`src/udbp_pkg.sv`:
```
// Shared constants for the serial data buffer port
package udbp_pkg;
  // Data buffer address and reset value
  localparam logic [7:0] UDBP_DATA_ADDR = 8'h99;
  localparam logic [7:0] UDBP_DATA_RESET = 8'h00;
  // Bit positions inside a frame
  localparam logic [2:0] UDBP_LAST_DATA_BIT = 3'h7;
  // Reload timer rolls over at this count
  localparam logic [8:0] UDBP_TIMER_TOP = 9'h100;
  // Prescaler terminal counts (divide minus one)
  localparam logic [5:0] UDBP_DIV4_LAST = 6'h03;
  localparam logic [5:0] UDBP_DIV12_LAST = 6'h0B;
  localparam logic [5:0] UDBP_DIV48_LAST = 6'h2F;
  localparam logic [2:0] UDBP_EXT_DIV8_LAST = 3'h7;
  // Prescale select encodings
  localparam logic [1:0] UDBP_SEL_DIV12 = 2'h0;
  localparam logic [1:0] UDBP_SEL_DIV4 = 2'h1;
  localparam logic [1:0] UDBP_SEL_DIV48 = 2'h2;
  localparam logic [1:0] UDBP_SEL_EXT8 = 2'h3;
  // Transmit FIFO shape
  localparam int UDBP_FIFO_WIDTH = 8;
  localparam int UDBP_FIFO_DEPTH = 8;

  // Half a bit time in timer clocks: one reload-to-rollover run
  function automatic logic [8:0] udbp_half_bit(input logic [7:0] reload);
    return UDBP_TIMER_TOP - {1'b0, reload};
  endfunction : udbp_half_bit
endpackage : udbp_pkg

```
`src/udbp_fifo.sv`:
```
`timescale 1ns/1ps
// Small flop FIFO with valid/ready on both sides
module udbp_fifo #(
  parameter int WIDTH = 8,
  parameter int DEPTH = 8
) (
  // Clock and reset
  input wire logic clk,
  input wire logic rst,
  // Fill side
  input wire logic in_valid,
  output logic in_ready,
  input wire logic [WIDTH-1:0] in_data,
  // Drain side
  output logic out_valid,
  input wire logic out_ready,
  output logic [WIDTH-1:0] out_data
);
  localparam int AW = $clog2(DEPTH);
  logic [WIDTH-1:0] mem [DEPTH];
  logic [AW-1:0] wr_ptr;
  logic [AW-1:0] rd_ptr;
  logic [AW:0] count;
  logic push;
  logic pop;

  // Full and empty come straight from the occupancy count
  assign in_ready = (count != DEPTH[AW:0]);
  assign out_valid = (count != '0);
  assign out_data = mem[rd_ptr];
  assign push = in_valid && in_ready;
  assign pop = out_valid && out_ready;

  // Pointers wrap at the depth, which need not be a power of two
  always_ff @(posedge clk) begin
    if (rst) begin
      wr_ptr <= '0;
      rd_ptr <= '0;
      count <= '0;
    end else begin
      if (push) begin
        wr_ptr <= (wr_ptr == AW'(DEPTH - 1)) ? '0 : wr_ptr + 1'b1;
      end
      if (pop) begin
        rd_ptr <= (rd_ptr == AW'(DEPTH - 1)) ? '0 : rd_ptr + 1'b1;
      end
      count <= count + {{AW{1'b0}}, push} - {{AW{1'b0}}, pop};
    end
  end

  // Storage needs no reset
  always_ff @(posedge clk) begin
    if (push) begin
      mem[wr_ptr] <= in_data;
    end
  end
endmodule : udbp_fifo

```
`src/udbp_top.sv`:
```
`timescale 1ns/1ps
module udbp_top
  import udbp_pkg::*;
(
  // Clock and reset
  input wire logic CLK,
  input wire logic SYS_RST,
  // Register port
  input wire logic [7:0] SFR_ADDR,
  input wire logic SFR_WR,
  input wire logic SFR_RD,
  input wire logic [7:0] SFR_WDATA,
  output logic [7:0] SFR_RDATA,
  output logic SFR_WRITE_READY,
  // Mode and control bits
  input wire logic MODE_NINE_BIT,
  input wire logic MULTIPROCESSOR_ENABLE,
  input wire logic RECEIVE_ENABLE_BIT,
  input wire logic NINTH_TRANSMIT_BIT,
  // Bit rate timer setup
  input wire logic TIMER_SYSCLK_SELECT,
  input wire logic [1:0] TIMER_PRESCALE_SELECT,
  input wire logic [7:0] TIMER_RELOAD,
  input wire logic EXTERNAL_CLOCK_INPUT,
  // Status flags
  input wire logic TRANSMIT_FLAG_CLEAR,
  input wire logic RECEIVE_FLAG_CLEAR,
  output logic TRANSMIT_COMPLETE_FLAG,
  output logic RECEIVE_COMPLETE_FLAG,
  output logic NINTH_RECEIVE_BIT,
  // Serial line
  output logic TX_LINE,
  input wire logic RX_LINE
);
  typedef enum logic [2:0] {
    UDBP_IDLE, UDBP_START, UDBP_DATA, UDBP_NINTH, UDBP_STOP
  } udbp_state_t;

  udbp_state_t tx_state;
  udbp_state_t rx_state;
  logic [5:0] pre_cnt;
  logic [2:0] ext_cnt;
  logic ext_prev;
  logic tclk;
  logic [5:0] pre_last;
  logic ext_tick;
  logic [8:0] half;
  logic [9:0] full_m1;
  logic [9:0] tx_cnt;
  logic [9:0] rx_cnt;
  logic tx_end;
  logic rx_end;
  logic [7:0] tx_shift;
  logic tx_ninth;
  logic [2:0] tx_idx;
  logic [7:0] rx_shift;
  logic rx_ninth;
  logic [2:0] rx_idx;
  logic rx_prev;
  logic [7:0] rx_latch;
  logic tx_flag;
  logic rx_flag;
  logic wr_hit;
  logic rd_hit;
  logic f_valid;
  logic f_ready;
  logic [7:0] f_data;
  logic ninth_val;
  logic rx_load;
  logic tx_flag_set;

  // Only the data buffer address is mapped in this block
  function automatic logic udbp_is_data(input logic [7:0] a);
    return a == UDBP_DATA_ADDR;
  endfunction : udbp_is_data

  // Address decode for the shared data buffer
  assign wr_hit = SFR_WR && udbp_is_data(SFR_ADDR);
  assign rd_hit = SFR_RD && udbp_is_data(SFR_ADDR);

  // Writes go to the transmit path only; reads see only the latch
  udbp_fifo #(
    .WIDTH(UDBP_FIFO_WIDTH),
    .DEPTH(UDBP_FIFO_DEPTH)
  ) tx_fifo (
    .clk(CLK),
    .rst(SYS_RST),
    .in_valid(wr_hit),
    .in_ready(SFR_WRITE_READY),
    .in_data(SFR_WDATA),
    .out_valid(f_valid),
    .out_ready(f_ready),
    .out_data(f_data)
  );

  // Timer clock: sysclk, a prescaled sysclk, or external edges over 8
  assign pre_last = (TIMER_PRESCALE_SELECT == UDBP_SEL_DIV12) ? UDBP_DIV12_LAST
                  : (TIMER_PRESCALE_SELECT == UDBP_SEL_DIV4) ? UDBP_DIV4_LAST
                  : UDBP_DIV48_LAST;
  assign ext_tick = EXTERNAL_CLOCK_INPUT && !ext_prev
                    && (ext_cnt == UDBP_EXT_DIV8_LAST);
  assign tclk = TIMER_SYSCLK_SELECT ? 1'b1
              : (TIMER_PRESCALE_SELECT == UDBP_SEL_EXT8) ? ext_tick
              : (pre_cnt >= pre_last);

  always_ff @(posedge CLK) begin
    if (SYS_RST) begin
      pre_cnt <= '0;
      ext_cnt <= '0;
      ext_prev <= 1'b0;
    end else begin
      pre_cnt <= (pre_cnt >= pre_last) ? '0 : pre_cnt + 6'h01;
      ext_prev <= EXTERNAL_CLOCK_INPUT;
      if (EXTERNAL_CLOCK_INPUT && !ext_prev) begin
        ext_cnt <= ext_cnt + 3'h1;
      end
    end
  end

  // Bit time is two reload runs; half a bit finds the start-bit middle
  assign half = udbp_half_bit(TIMER_RELOAD);
  assign full_m1 = {half, 1'b0} - 10'h001;
  assign tx_end = tclk && (tx_cnt == '0);
  assign rx_end = tclk && (rx_cnt == '0);

  // Transmitter takes the next byte only when idle
  assign f_ready = (tx_state == UDBP_IDLE);
  assign tx_flag_set = tx_end && (tx_state == UDBP_NINTH
                    || (tx_state == UDBP_DATA && tx_idx == UDBP_LAST_DATA_BIT
                        && !MODE_NINE_BIT));

  // Transmit frame sequencer
  always_ff @(posedge CLK) begin
    if (SYS_RST) begin
      tx_state <= UDBP_IDLE;
      tx_shift <= UDBP_DATA_RESET;
      tx_ninth <= 1'b0;
      tx_idx <= '0;
      tx_cnt <= '0;
      TX_LINE <= 1'b1;
    end else begin
      tx_cnt <= (tx_state == UDBP_IDLE || tx_end) ? full_m1
              : tclk ? tx_cnt - 10'h001 : tx_cnt;
      case (tx_state)
        UDBP_IDLE: if (f_valid) begin
          tx_shift <= f_data;
          tx_ninth <= NINTH_TRANSMIT_BIT;
          tx_idx <= '0;
          TX_LINE <= 1'b0;
          tx_state <= UDBP_START;
        end
        UDBP_START: if (tx_end) begin
          TX_LINE <= tx_shift[0];
          tx_state <= UDBP_DATA;
        end
        UDBP_DATA: if (tx_end) begin
          if (tx_idx == UDBP_LAST_DATA_BIT) begin
            TX_LINE <= MODE_NINE_BIT ? tx_ninth : 1'b1;
            tx_state <= MODE_NINE_BIT ? UDBP_NINTH : UDBP_STOP;
          end else begin
            tx_shift <= {1'b0, tx_shift[7:1]};
            TX_LINE <= tx_shift[1];
            tx_idx <= tx_idx + 3'h1;
          end
        end
        UDBP_NINTH: if (tx_end) begin
          TX_LINE <= 1'b1;
          tx_state <= UDBP_STOP;
        end
        default: if (tx_end) begin
          tx_state <= UDBP_IDLE;
        end
      endcase
    end
  end

  // With MULTIPROCESSOR_ENABLE the stop-time sample gates the load in 8-bit mode; in 9-bit mode the ninth bit does and stop is ignored
  assign ninth_val = MODE_NINE_BIT ? rx_ninth : RX_LINE;
  assign rx_load = (rx_state == UDBP_STOP) && rx_end && !rx_flag
                   && (!MULTIPROCESSOR_ENABLE || ninth_val);

  // Receive frame sequencer; a start bit that is gone at mid-bit is noise
  always_ff @(posedge CLK) begin
    if (SYS_RST) begin
      rx_state <= UDBP_IDLE;
      rx_shift <= UDBP_DATA_RESET;
      rx_ninth <= 1'b0;
      rx_idx <= '0;
      rx_cnt <= '0;
      rx_prev <= 1'b1;
    end else begin
      rx_prev <= RX_LINE;
      rx_cnt <= (rx_state == UDBP_IDLE) ? {1'b0, half} - 10'h001
              : rx_end ? full_m1 : tclk ? rx_cnt - 10'h001 : rx_cnt;
      case (rx_state)
        UDBP_IDLE: if (RECEIVE_ENABLE_BIT && rx_prev && !RX_LINE) begin
          rx_idx <= '0;
          rx_state <= UDBP_START;
        end
        UDBP_START: if (rx_end) begin
          rx_state <= RX_LINE ? UDBP_IDLE : UDBP_DATA;
        end
        UDBP_DATA: if (rx_end) begin
          rx_shift <= {RX_LINE, rx_shift[7:1]};
          rx_idx <= rx_idx + 3'h1;
          if (rx_idx == UDBP_LAST_DATA_BIT) begin
            rx_state <= MODE_NINE_BIT ? UDBP_NINTH : UDBP_STOP;
          end
        end
        UDBP_NINTH: if (rx_end) begin
          rx_ninth <= RX_LINE;
          rx_state <= UDBP_STOP;
        end
        default: if (rx_end) begin
          rx_state <= UDBP_IDLE;
        end
      endcase
    end
  end

  // Receive latch, flags and read data; a set beats a same-cycle clear
  always_ff @(posedge CLK) begin
    if (SYS_RST) begin
      rx_latch <= UDBP_DATA_RESET;
      NINTH_RECEIVE_BIT <= 1'b0;
      tx_flag <= 1'b0;
      rx_flag <= 1'b0;
      SFR_RDATA <= UDBP_DATA_RESET;
    end else begin
      if (rx_load) begin
        rx_latch <= rx_shift;
        NINTH_RECEIVE_BIT <= ninth_val;
      end
      rx_flag <= rx_load || (rx_flag && !RECEIVE_FLAG_CLEAR);
      tx_flag <= tx_flag_set || (tx_flag && !TRANSMIT_FLAG_CLEAR);
      if (rd_hit) begin
        SFR_RDATA <= rx_latch;
      end
    end
  end

  assign TRANSMIT_COMPLETE_FLAG = tx_flag;
  assign RECEIVE_COMPLETE_FLAG = rx_flag;
endmodule : udbp_top

```
`config.mk`:
```
export PLATFORM = sky130hd
export DESIGN_NAME = udbp_top
export DESIGN_NICKNAME = d
export VERILOG_FILES = /design/src/udbp_pkg.sv /design/src/udbp_fifo.sv /design/src/udbp_top.sv
export SDC_FILE = /design/constraint.sdc
export NUM_CORES = 1
export LEC_CHECK = 0
export BUFFER_PORTS_ARGS = -buffer_cell sky130_fd_sc_hd__buf_2
export CORE_MARGIN = 10
export CORE_UTILIZATION = 35
export CTS_BUF_LIST = sky130_fd_sc_hd__clkbuf_4 sky130_fd_sc_hd__clkbuf_8 sky130_fd_sc_hd__clkbuf_16
export CTS_CLUSTER_DIAMETER = 120
export CTS_CLUSTER_SIZE = 25
export DETAILED_ROUTE_END_ITERATION = 10
export GPL_TIMING_DRIVEN = 0
export PLACE_DENSITY = 0.5
export SLEW_MARGIN = 20
export SYNTH_ARGS = -nofsm -noshare
export SYNTH_HDL_FRONTEND = slang
export SYNTH_SLANG_ARGS = --single-unit
```
`constraint.sdc`:
```
create_clock -name CLK -period 4.8 [get_ports CLK]
set_input_delay 0.24 -clock CLK [delete_from_list [all_inputs] [get_ports CLK]]
set_output_delay 0.24 -clock CLK [all_outputs]
set_load 0.01 [all_outputs]
```
==> After elaboration in Yosys (flattened, before gate mapping) <==
Memory sizes are Yosys's and may differ from the RTL's. A register that Yosys moved wholly into a read port is not among the register bits.
Cells that the tools add are included.
{ "classes": {"add_sub_neg": 13, "magnitude_cmp": 1, "n_eq_ne": 27, "n_mux": 50, "n_reduce_logical": 52} }
{ "op_table": {"columns": ["operator", "n"], "rows": [
  ["$mux 3", 22],
  ["$mux 10", 5],
  ["$sub 10x1->10 const B", 3],
  ["$mux 8", 3],
  ["$pmux 3 s4", 2],
  ["$logic_not 10->1", 2],
  ["$eq 3x3->1 const B", 6],
  ["$logic_and 1x1->1", 18],
  ["$ne 2x2->1 const B", 8],
  ["$pmux 8 s2", 1],
  ["$add 3x1->3 const B", 5],
  ["$eq 3x2->1 const B", 4],
  ["$mux 6", 2],
  ["$pmux 3 s2", 2],
  ["$reduce_and 6->1", 2],
  ["$mux 1", 11],
  ["$reduce_bool 2->1", 5],
  ["$sub 9x1->10 const B", 1],
  ["$sub 9x8->9 const A", 1],
  ["$eq 8x8->1 const B", 1],
  ["$reduce_bool 4->1", 2],
  ["$logic_not 1->1", 7],
  ["$add 6x1->6 const B", 1],
  ["$eq 3x1->1 const B", 2],
  ["18 further kinds", 27]
]} }
{ "word_totals": {"regBits": 91, "ramBits": 64, "wordCells": 167, "mem_count": 1} }
{ "mem_list": {"columns": ["memory", "depth", "word_bits", "rd", "rd_ports_with_merged_regs", "write_ports", "line_no", "rtl"], "rows": [
  ["tx_fifo.mem", 8, 8, 1, 1, 1, "udbp_fifo.sv:20", "logic [WIDTH-1:0] mem [DEPTH];"]
]} }

==> Depth between registers and ports, before layout <==
{ "depth": {"depth_word": 11, "mapped_depth": 11, "depth_no_buf": 11} }

==> Modules after synthesis <==
A second synthesis with hierarchy kept.
{ "unflattened": {"hier_cells": 674, "area_unflattened_um2": 7463.4} }
{ "modules_own_cells": {"columns": ["mod", "n_inst", "cells_each", "area_each_um2", "seq_area_each_um2"], "rows": [
  ["udbp_top", 1, 505, 4275.4, 1621.6],
  ["udbp_fifo", 1, 169, 3188.1, 2182.1]
]} }

==> Worst setup path after synthesis <==
OpenSTA, ideal clock, no wires.
{ "synth_path": {"kind": "input-to-reg", "startpoint": "input port SFR_ADDR[5]", "endpoint": "memory tx_fifo.mem[0][0], enable pin", "setup_time_ps": 383, "arrival_ps": 1983, "setup_slack_ps": 2433, "stages": 5, "path_buffers": 0, "cell_sequence": "or4bb_1 nor2_1 nand3_1 or2_2 nor3_1"} }
{ "synth_via": {"elab_chain_cells": 5} }
{ "synth_lines": {"columns": ["element", "line_no", "rtl"], "rows": [
  ["start: declaration", "udbp_top.sv:9", "input wire logic [7:0] SFR_ADDR,"],
  ["$eq 8x8->1", "udbp_top.sv:74", "return a == UDBP_DATA_ADDR;"],
  ["$logic_and 1x1->1", "udbp_top.sv:78", "assign wr_hit = SFR_WR && udbp_is_data(SFR_ADDR);"],
  ["$logic_and 1x1->1", "udbp_fifo.sv:31", "assign push = in_valid && in_ready;"],
  ["$mux 1", "udbp_fifo.sv:53", "if (push) begin"],
  ["$mux 1 (not written as such)", "udbp_fifo.sv:54", "mem[wr_ptr] <= in_data;"],
  ["end: declaration", "udbp_fifo.sv:20", null]
]} }
No other way between the ends.

==> Worst setup path after layout <==
{ "layout_path": {"startpoint": "register tx_state[0]", "endpoint": "register tx_fifo.count[2]"} }
{ "layout_via": {"elab_chain_cells": 3} }
{ "layout_lines": {"columns": ["element", "line_no", "rtl"], "rows": [
  ["start: declaration", "udbp_top.sv:39", "udbp_state_t tx_state;"],
  ["start signal: assignment", "udbp_top.sv:159", "tx_state <= MODE_NINE_BIT ? UDBP_NINTH : UDBP_STOP;"],
  ["$logic_not 3->1", "udbp_top.sv:127", "assign f_ready = (tx_state == UDBP_IDLE);"],
  ["$logic_and 1x1->1", "udbp_fifo.sv:32", "assign pop = out_valid && out_ready;"],
  ["net tx_fifo.pop", "udbp_fifo.sv:25", "logic pop;"],
  ["$sub 4x1->4", "udbp_fifo.sv:47", "count <= count + {{AW{1'b0}}, push} - {{AW{1'b0}}, pop};"],
  ["end signal: assignment", "udbp_fifo.sv:47", null],
  ["end: declaration", "udbp_fifo.sv:23", "logic [AW:0] count;"]
]} }
The timed path passes the listed nets, and every way through them passes these cells.
A chain may end at the register's enable or synchronous reset.

==> impl_metrics.toml <==
[run_status]
status = "completed"

[min_path]
worstHoldEndpoint = "ext_prev"
worstHoldStart = "EXTERNAL_CLOCK_INPUT"
whs_path_depth = 2
hp-class = "in -> reg"

[clock_network]
cts_resized = 0
clk_path_buf_depth = 2
cts_hold_buffers = 1
cts_sinks = 158
tritoncts = "built"
insertion_delay_ps = 420
clkTransAtPathRegs_ps = 60
post_cts_buffers = 0
htreeDepth = 4
numCtsBuffers = 17
cts_root_buf = "clkbuf_16"

[place]
gp_congestion = 0.863
io_buffers = 50
dp_hpwl_mm = 12.3

[global_route]
grt_usage = 0.131
grt_pass1_vias = 5311
antenna_found_initial = 0
grt_overflow_total = 0
grt_pass1_wl_mm = 27.7
grt_max_degree = 17

[worst_setup_path]
critPathLaunchType = "flip-flop"
critPathArrivalTime_ps = 2980
crit_type = "reg -> reg"
ff2ff_path_depth = 11
worstPathRequired_ps = 5090
cp-end-kind = "flip-flop"
reg2reg_from = "tx_state[0]"
worstReg2RegEnd = "tx_fifo.count[2]"
crit_fanout = 8
r2r_setup_slack_ps = 2110

[power_and_ir_drop]
p_seq_frac = 0.415
p_clk_frac = 0.328
ir_worst_vdd_v = 0.000297
switchingPower_mw = 1.19
switching_share = 0.312
combPwrFrac = 0.256
p_total_mw = 3.81
power_density_nw_per_um2 = 456
p_int_mw = 2.63
p_leak_nw = 3.21

[logic_synthesis]
avgSynthCellArea_sq_um = 10.8
syn_nets = 730
ys_seq_area_frac = 0.529
synthArstFlopShare = 0
ys_ff_latch = 158
ys.flop_type = "dfxtp_1"
syn_inst = 667
syn_area_sq_um = 7190
synth_cell_types = 65
ys_warn_count = 0
synth_edf_count = 64

[timing]
slew_headroom = 0.372
post-route-min-period_ps = 2690
worst_pin_slew_ps = 934
clock_skew_ps = 7.51
hold_violations = 0
drv_slew = 0
setup_viol = 0
max_freq_ghz = 0.372
tns_ps = 0
rsz0062_at_grt = "false"
finalCritPeriodShare = 0.560

[die]
chipWidth_microns = 163
rows = 52
start_util = 0.356
ioPinCount = 52
coreArea_sq_um = 20200
fp.dieH_microns = 163
die-area_sq_um = 26700

[drt]
drt_wl_total_mm = 17.1
drcViolationCount = 0
post_drt_wl_per_cell_microns = 16.7
first_pass_iters = 5
vias = 5189
vias_per_cell = 5.08
drt_iter0_markers = 266
drtAntennaViolNets = 0

[layout]
multi_input_area_sq_um = 3160
fill_cells = 1995
ff_latch_area_sq_um = 3800
antenna_cells = 0
area_delta_synth_final_pct = 16.3
layout-drive-gt1-share = 0.162
final_nets = 802

[run]
cap_violations = 0
==> routing by layer <==
metal  track usage  wire length [microns]
met5             0                      0
met4        0.0459                    281
met3        0.0294                    734
met2         0.216                   8090
met1         0.166                   7950
==> registers in the layout, summed over array words and instances (netlist names), 4 cells and up, named ones only <==
signal / count
tx_fifo.count: 4
rx_latch: 8
tx_fifo.mem: 64
tx_cnt: 10
rx_cnt: 10
rx_shift: 8
SFR_RDATA: 8
tx_shift: 8
pre_cnt: 6
==> metrics by stage <==
| stage | cell area, sq um | setup WS, ps | hold WS, ps | utilization | cells |
|---|---|---|---|---|---|
| after detailed placement | 7810 | 2040 | 439 | 0.386 | 989 |
| after CTS | 8370 | 2100 | 60.9 | 0.414 | 1022 |
| after global placement | 7780 | 1620 | 431 | 0.385 | 987 |
| after global routing | 8370 | 1860 | 71.7 | 0.414 | 1022 |
| after floorplan | 7190 | 2430 | 339 | - | 667 |
| final | 8370 | 2110 | 81.2 | 0.414 | 1022 |
==> kinds of logic (layout without fill, tap and decap cells) <==
kind of cell    count (synthesis)  in the layout  synth area share
fa+ha+maj                      24             24            0.0428
mux                            57             57             0.107
buf+inv                        62            147            0.0334
flops                         158            158             0.529
xor+xnor                       20             20            0.0243
simple gates                  229            229             0.154
compound gates                117            117             0.109
==> cells in the final DEF (no fill, tap or decap), types with 16 or more instances in the layout <==
master,instances
edfxtp_1,64
clkbuf_1,22
mux2i_1,40
a21oi_1,38
nor2_1,87
inv_1,32
nand2_1,56
ha_1,23
nor3_1,16
buf_2,56
clkbuf_16,17
dfxtp_1,94
mux4_2,16
==> power groups by stage <==
stage	Sequential, mW	Clock [mW]	Combinational, mW
final	1.58	1.25	0.978
after global routing	1.60	1.36	1.11
after CTS	1.58	1.29	0.991
after detailed placement	1.61	0	0.986
after global placement	1.61	0	0.962
after floorplan	1.59	0	0.741
==> layout make-up <==
type | instances | share of cell area
Clock buffer | 21 | 0.0559
Inverter | 31 | 0.0139
Multi-Input combinational cell | 447 | 0.378
Sequential cell | 158 | 0.454
Timing Repair Buffer | 53 | 0.0329
Buffer | 31 | 0.0148
Tap cell | 270 | 0.0404
Clock inverter | 11 | 0.0100
==> critical path, cell delays in order, from the launching register on <==
cell and delay (ps):
dfxtp_1 290, clkbuf_1 170, or3_1 450, a21o_1 300, inv_1 210, ha_1 260
inv_1 50, ha_1 170, inv_1 60, fa_1 370, xor2_1 160, nor2_1 50
==> how the worst max path moves through the flow <==
stage	startpoint	end	slack [ps]	depth (start not counted)
3_3_place_gp	SFR_ADDR[5]	tx_fifo.mem[0][5]	1620	6
6_report	tx_state[0]	tx_fifo.count[2]	2110	11
2_1_floorplan	SFR_ADDR[5]	tx_fifo.mem[0][0]	2430	5
3_5_place_dp	TIMER_PRESCALE_SELECT[0]	rx_shift[7]	2040	10
4_1_cts	tx_state[0]	tx_fifo.count[2]	2100	11
5_1_grt	pre_cnt[0]	rx_shift[7]	1860	8
==> synthesized netlist by cell type (all sizes together), types with 4 or more instances <==
cell,count,share of area
buf,9,0.0057
dfxtp,94,0.26
a31oi,6,0.0052
nor2b,7,0.0061
a22oi,6,0.0063
ha,23,0.040
xor2,8,0.0097
clkbuf,22,0.011
o21ai,13,0.0090
mux2i,40,0.056
a21o,4,0.0042
o31ai,4,0.0042
a21oi,38,0.026
nor2,87,0.045
o22ai,10,0.0087
o211ai,7,0.0073
xnor2,12,0.015
nand3,14,0.0097
nand4,4,0.0035
mux4,16,0.050
or3,9,0.0089
nand2,57,0.030
nor3,20,0.017
o32ai,5,0.0061
edfxtp,64,0.27
nand2b,9,0.0078
inv,31,0.016
No activity file was read; power rests on OpenSTA's default activity.
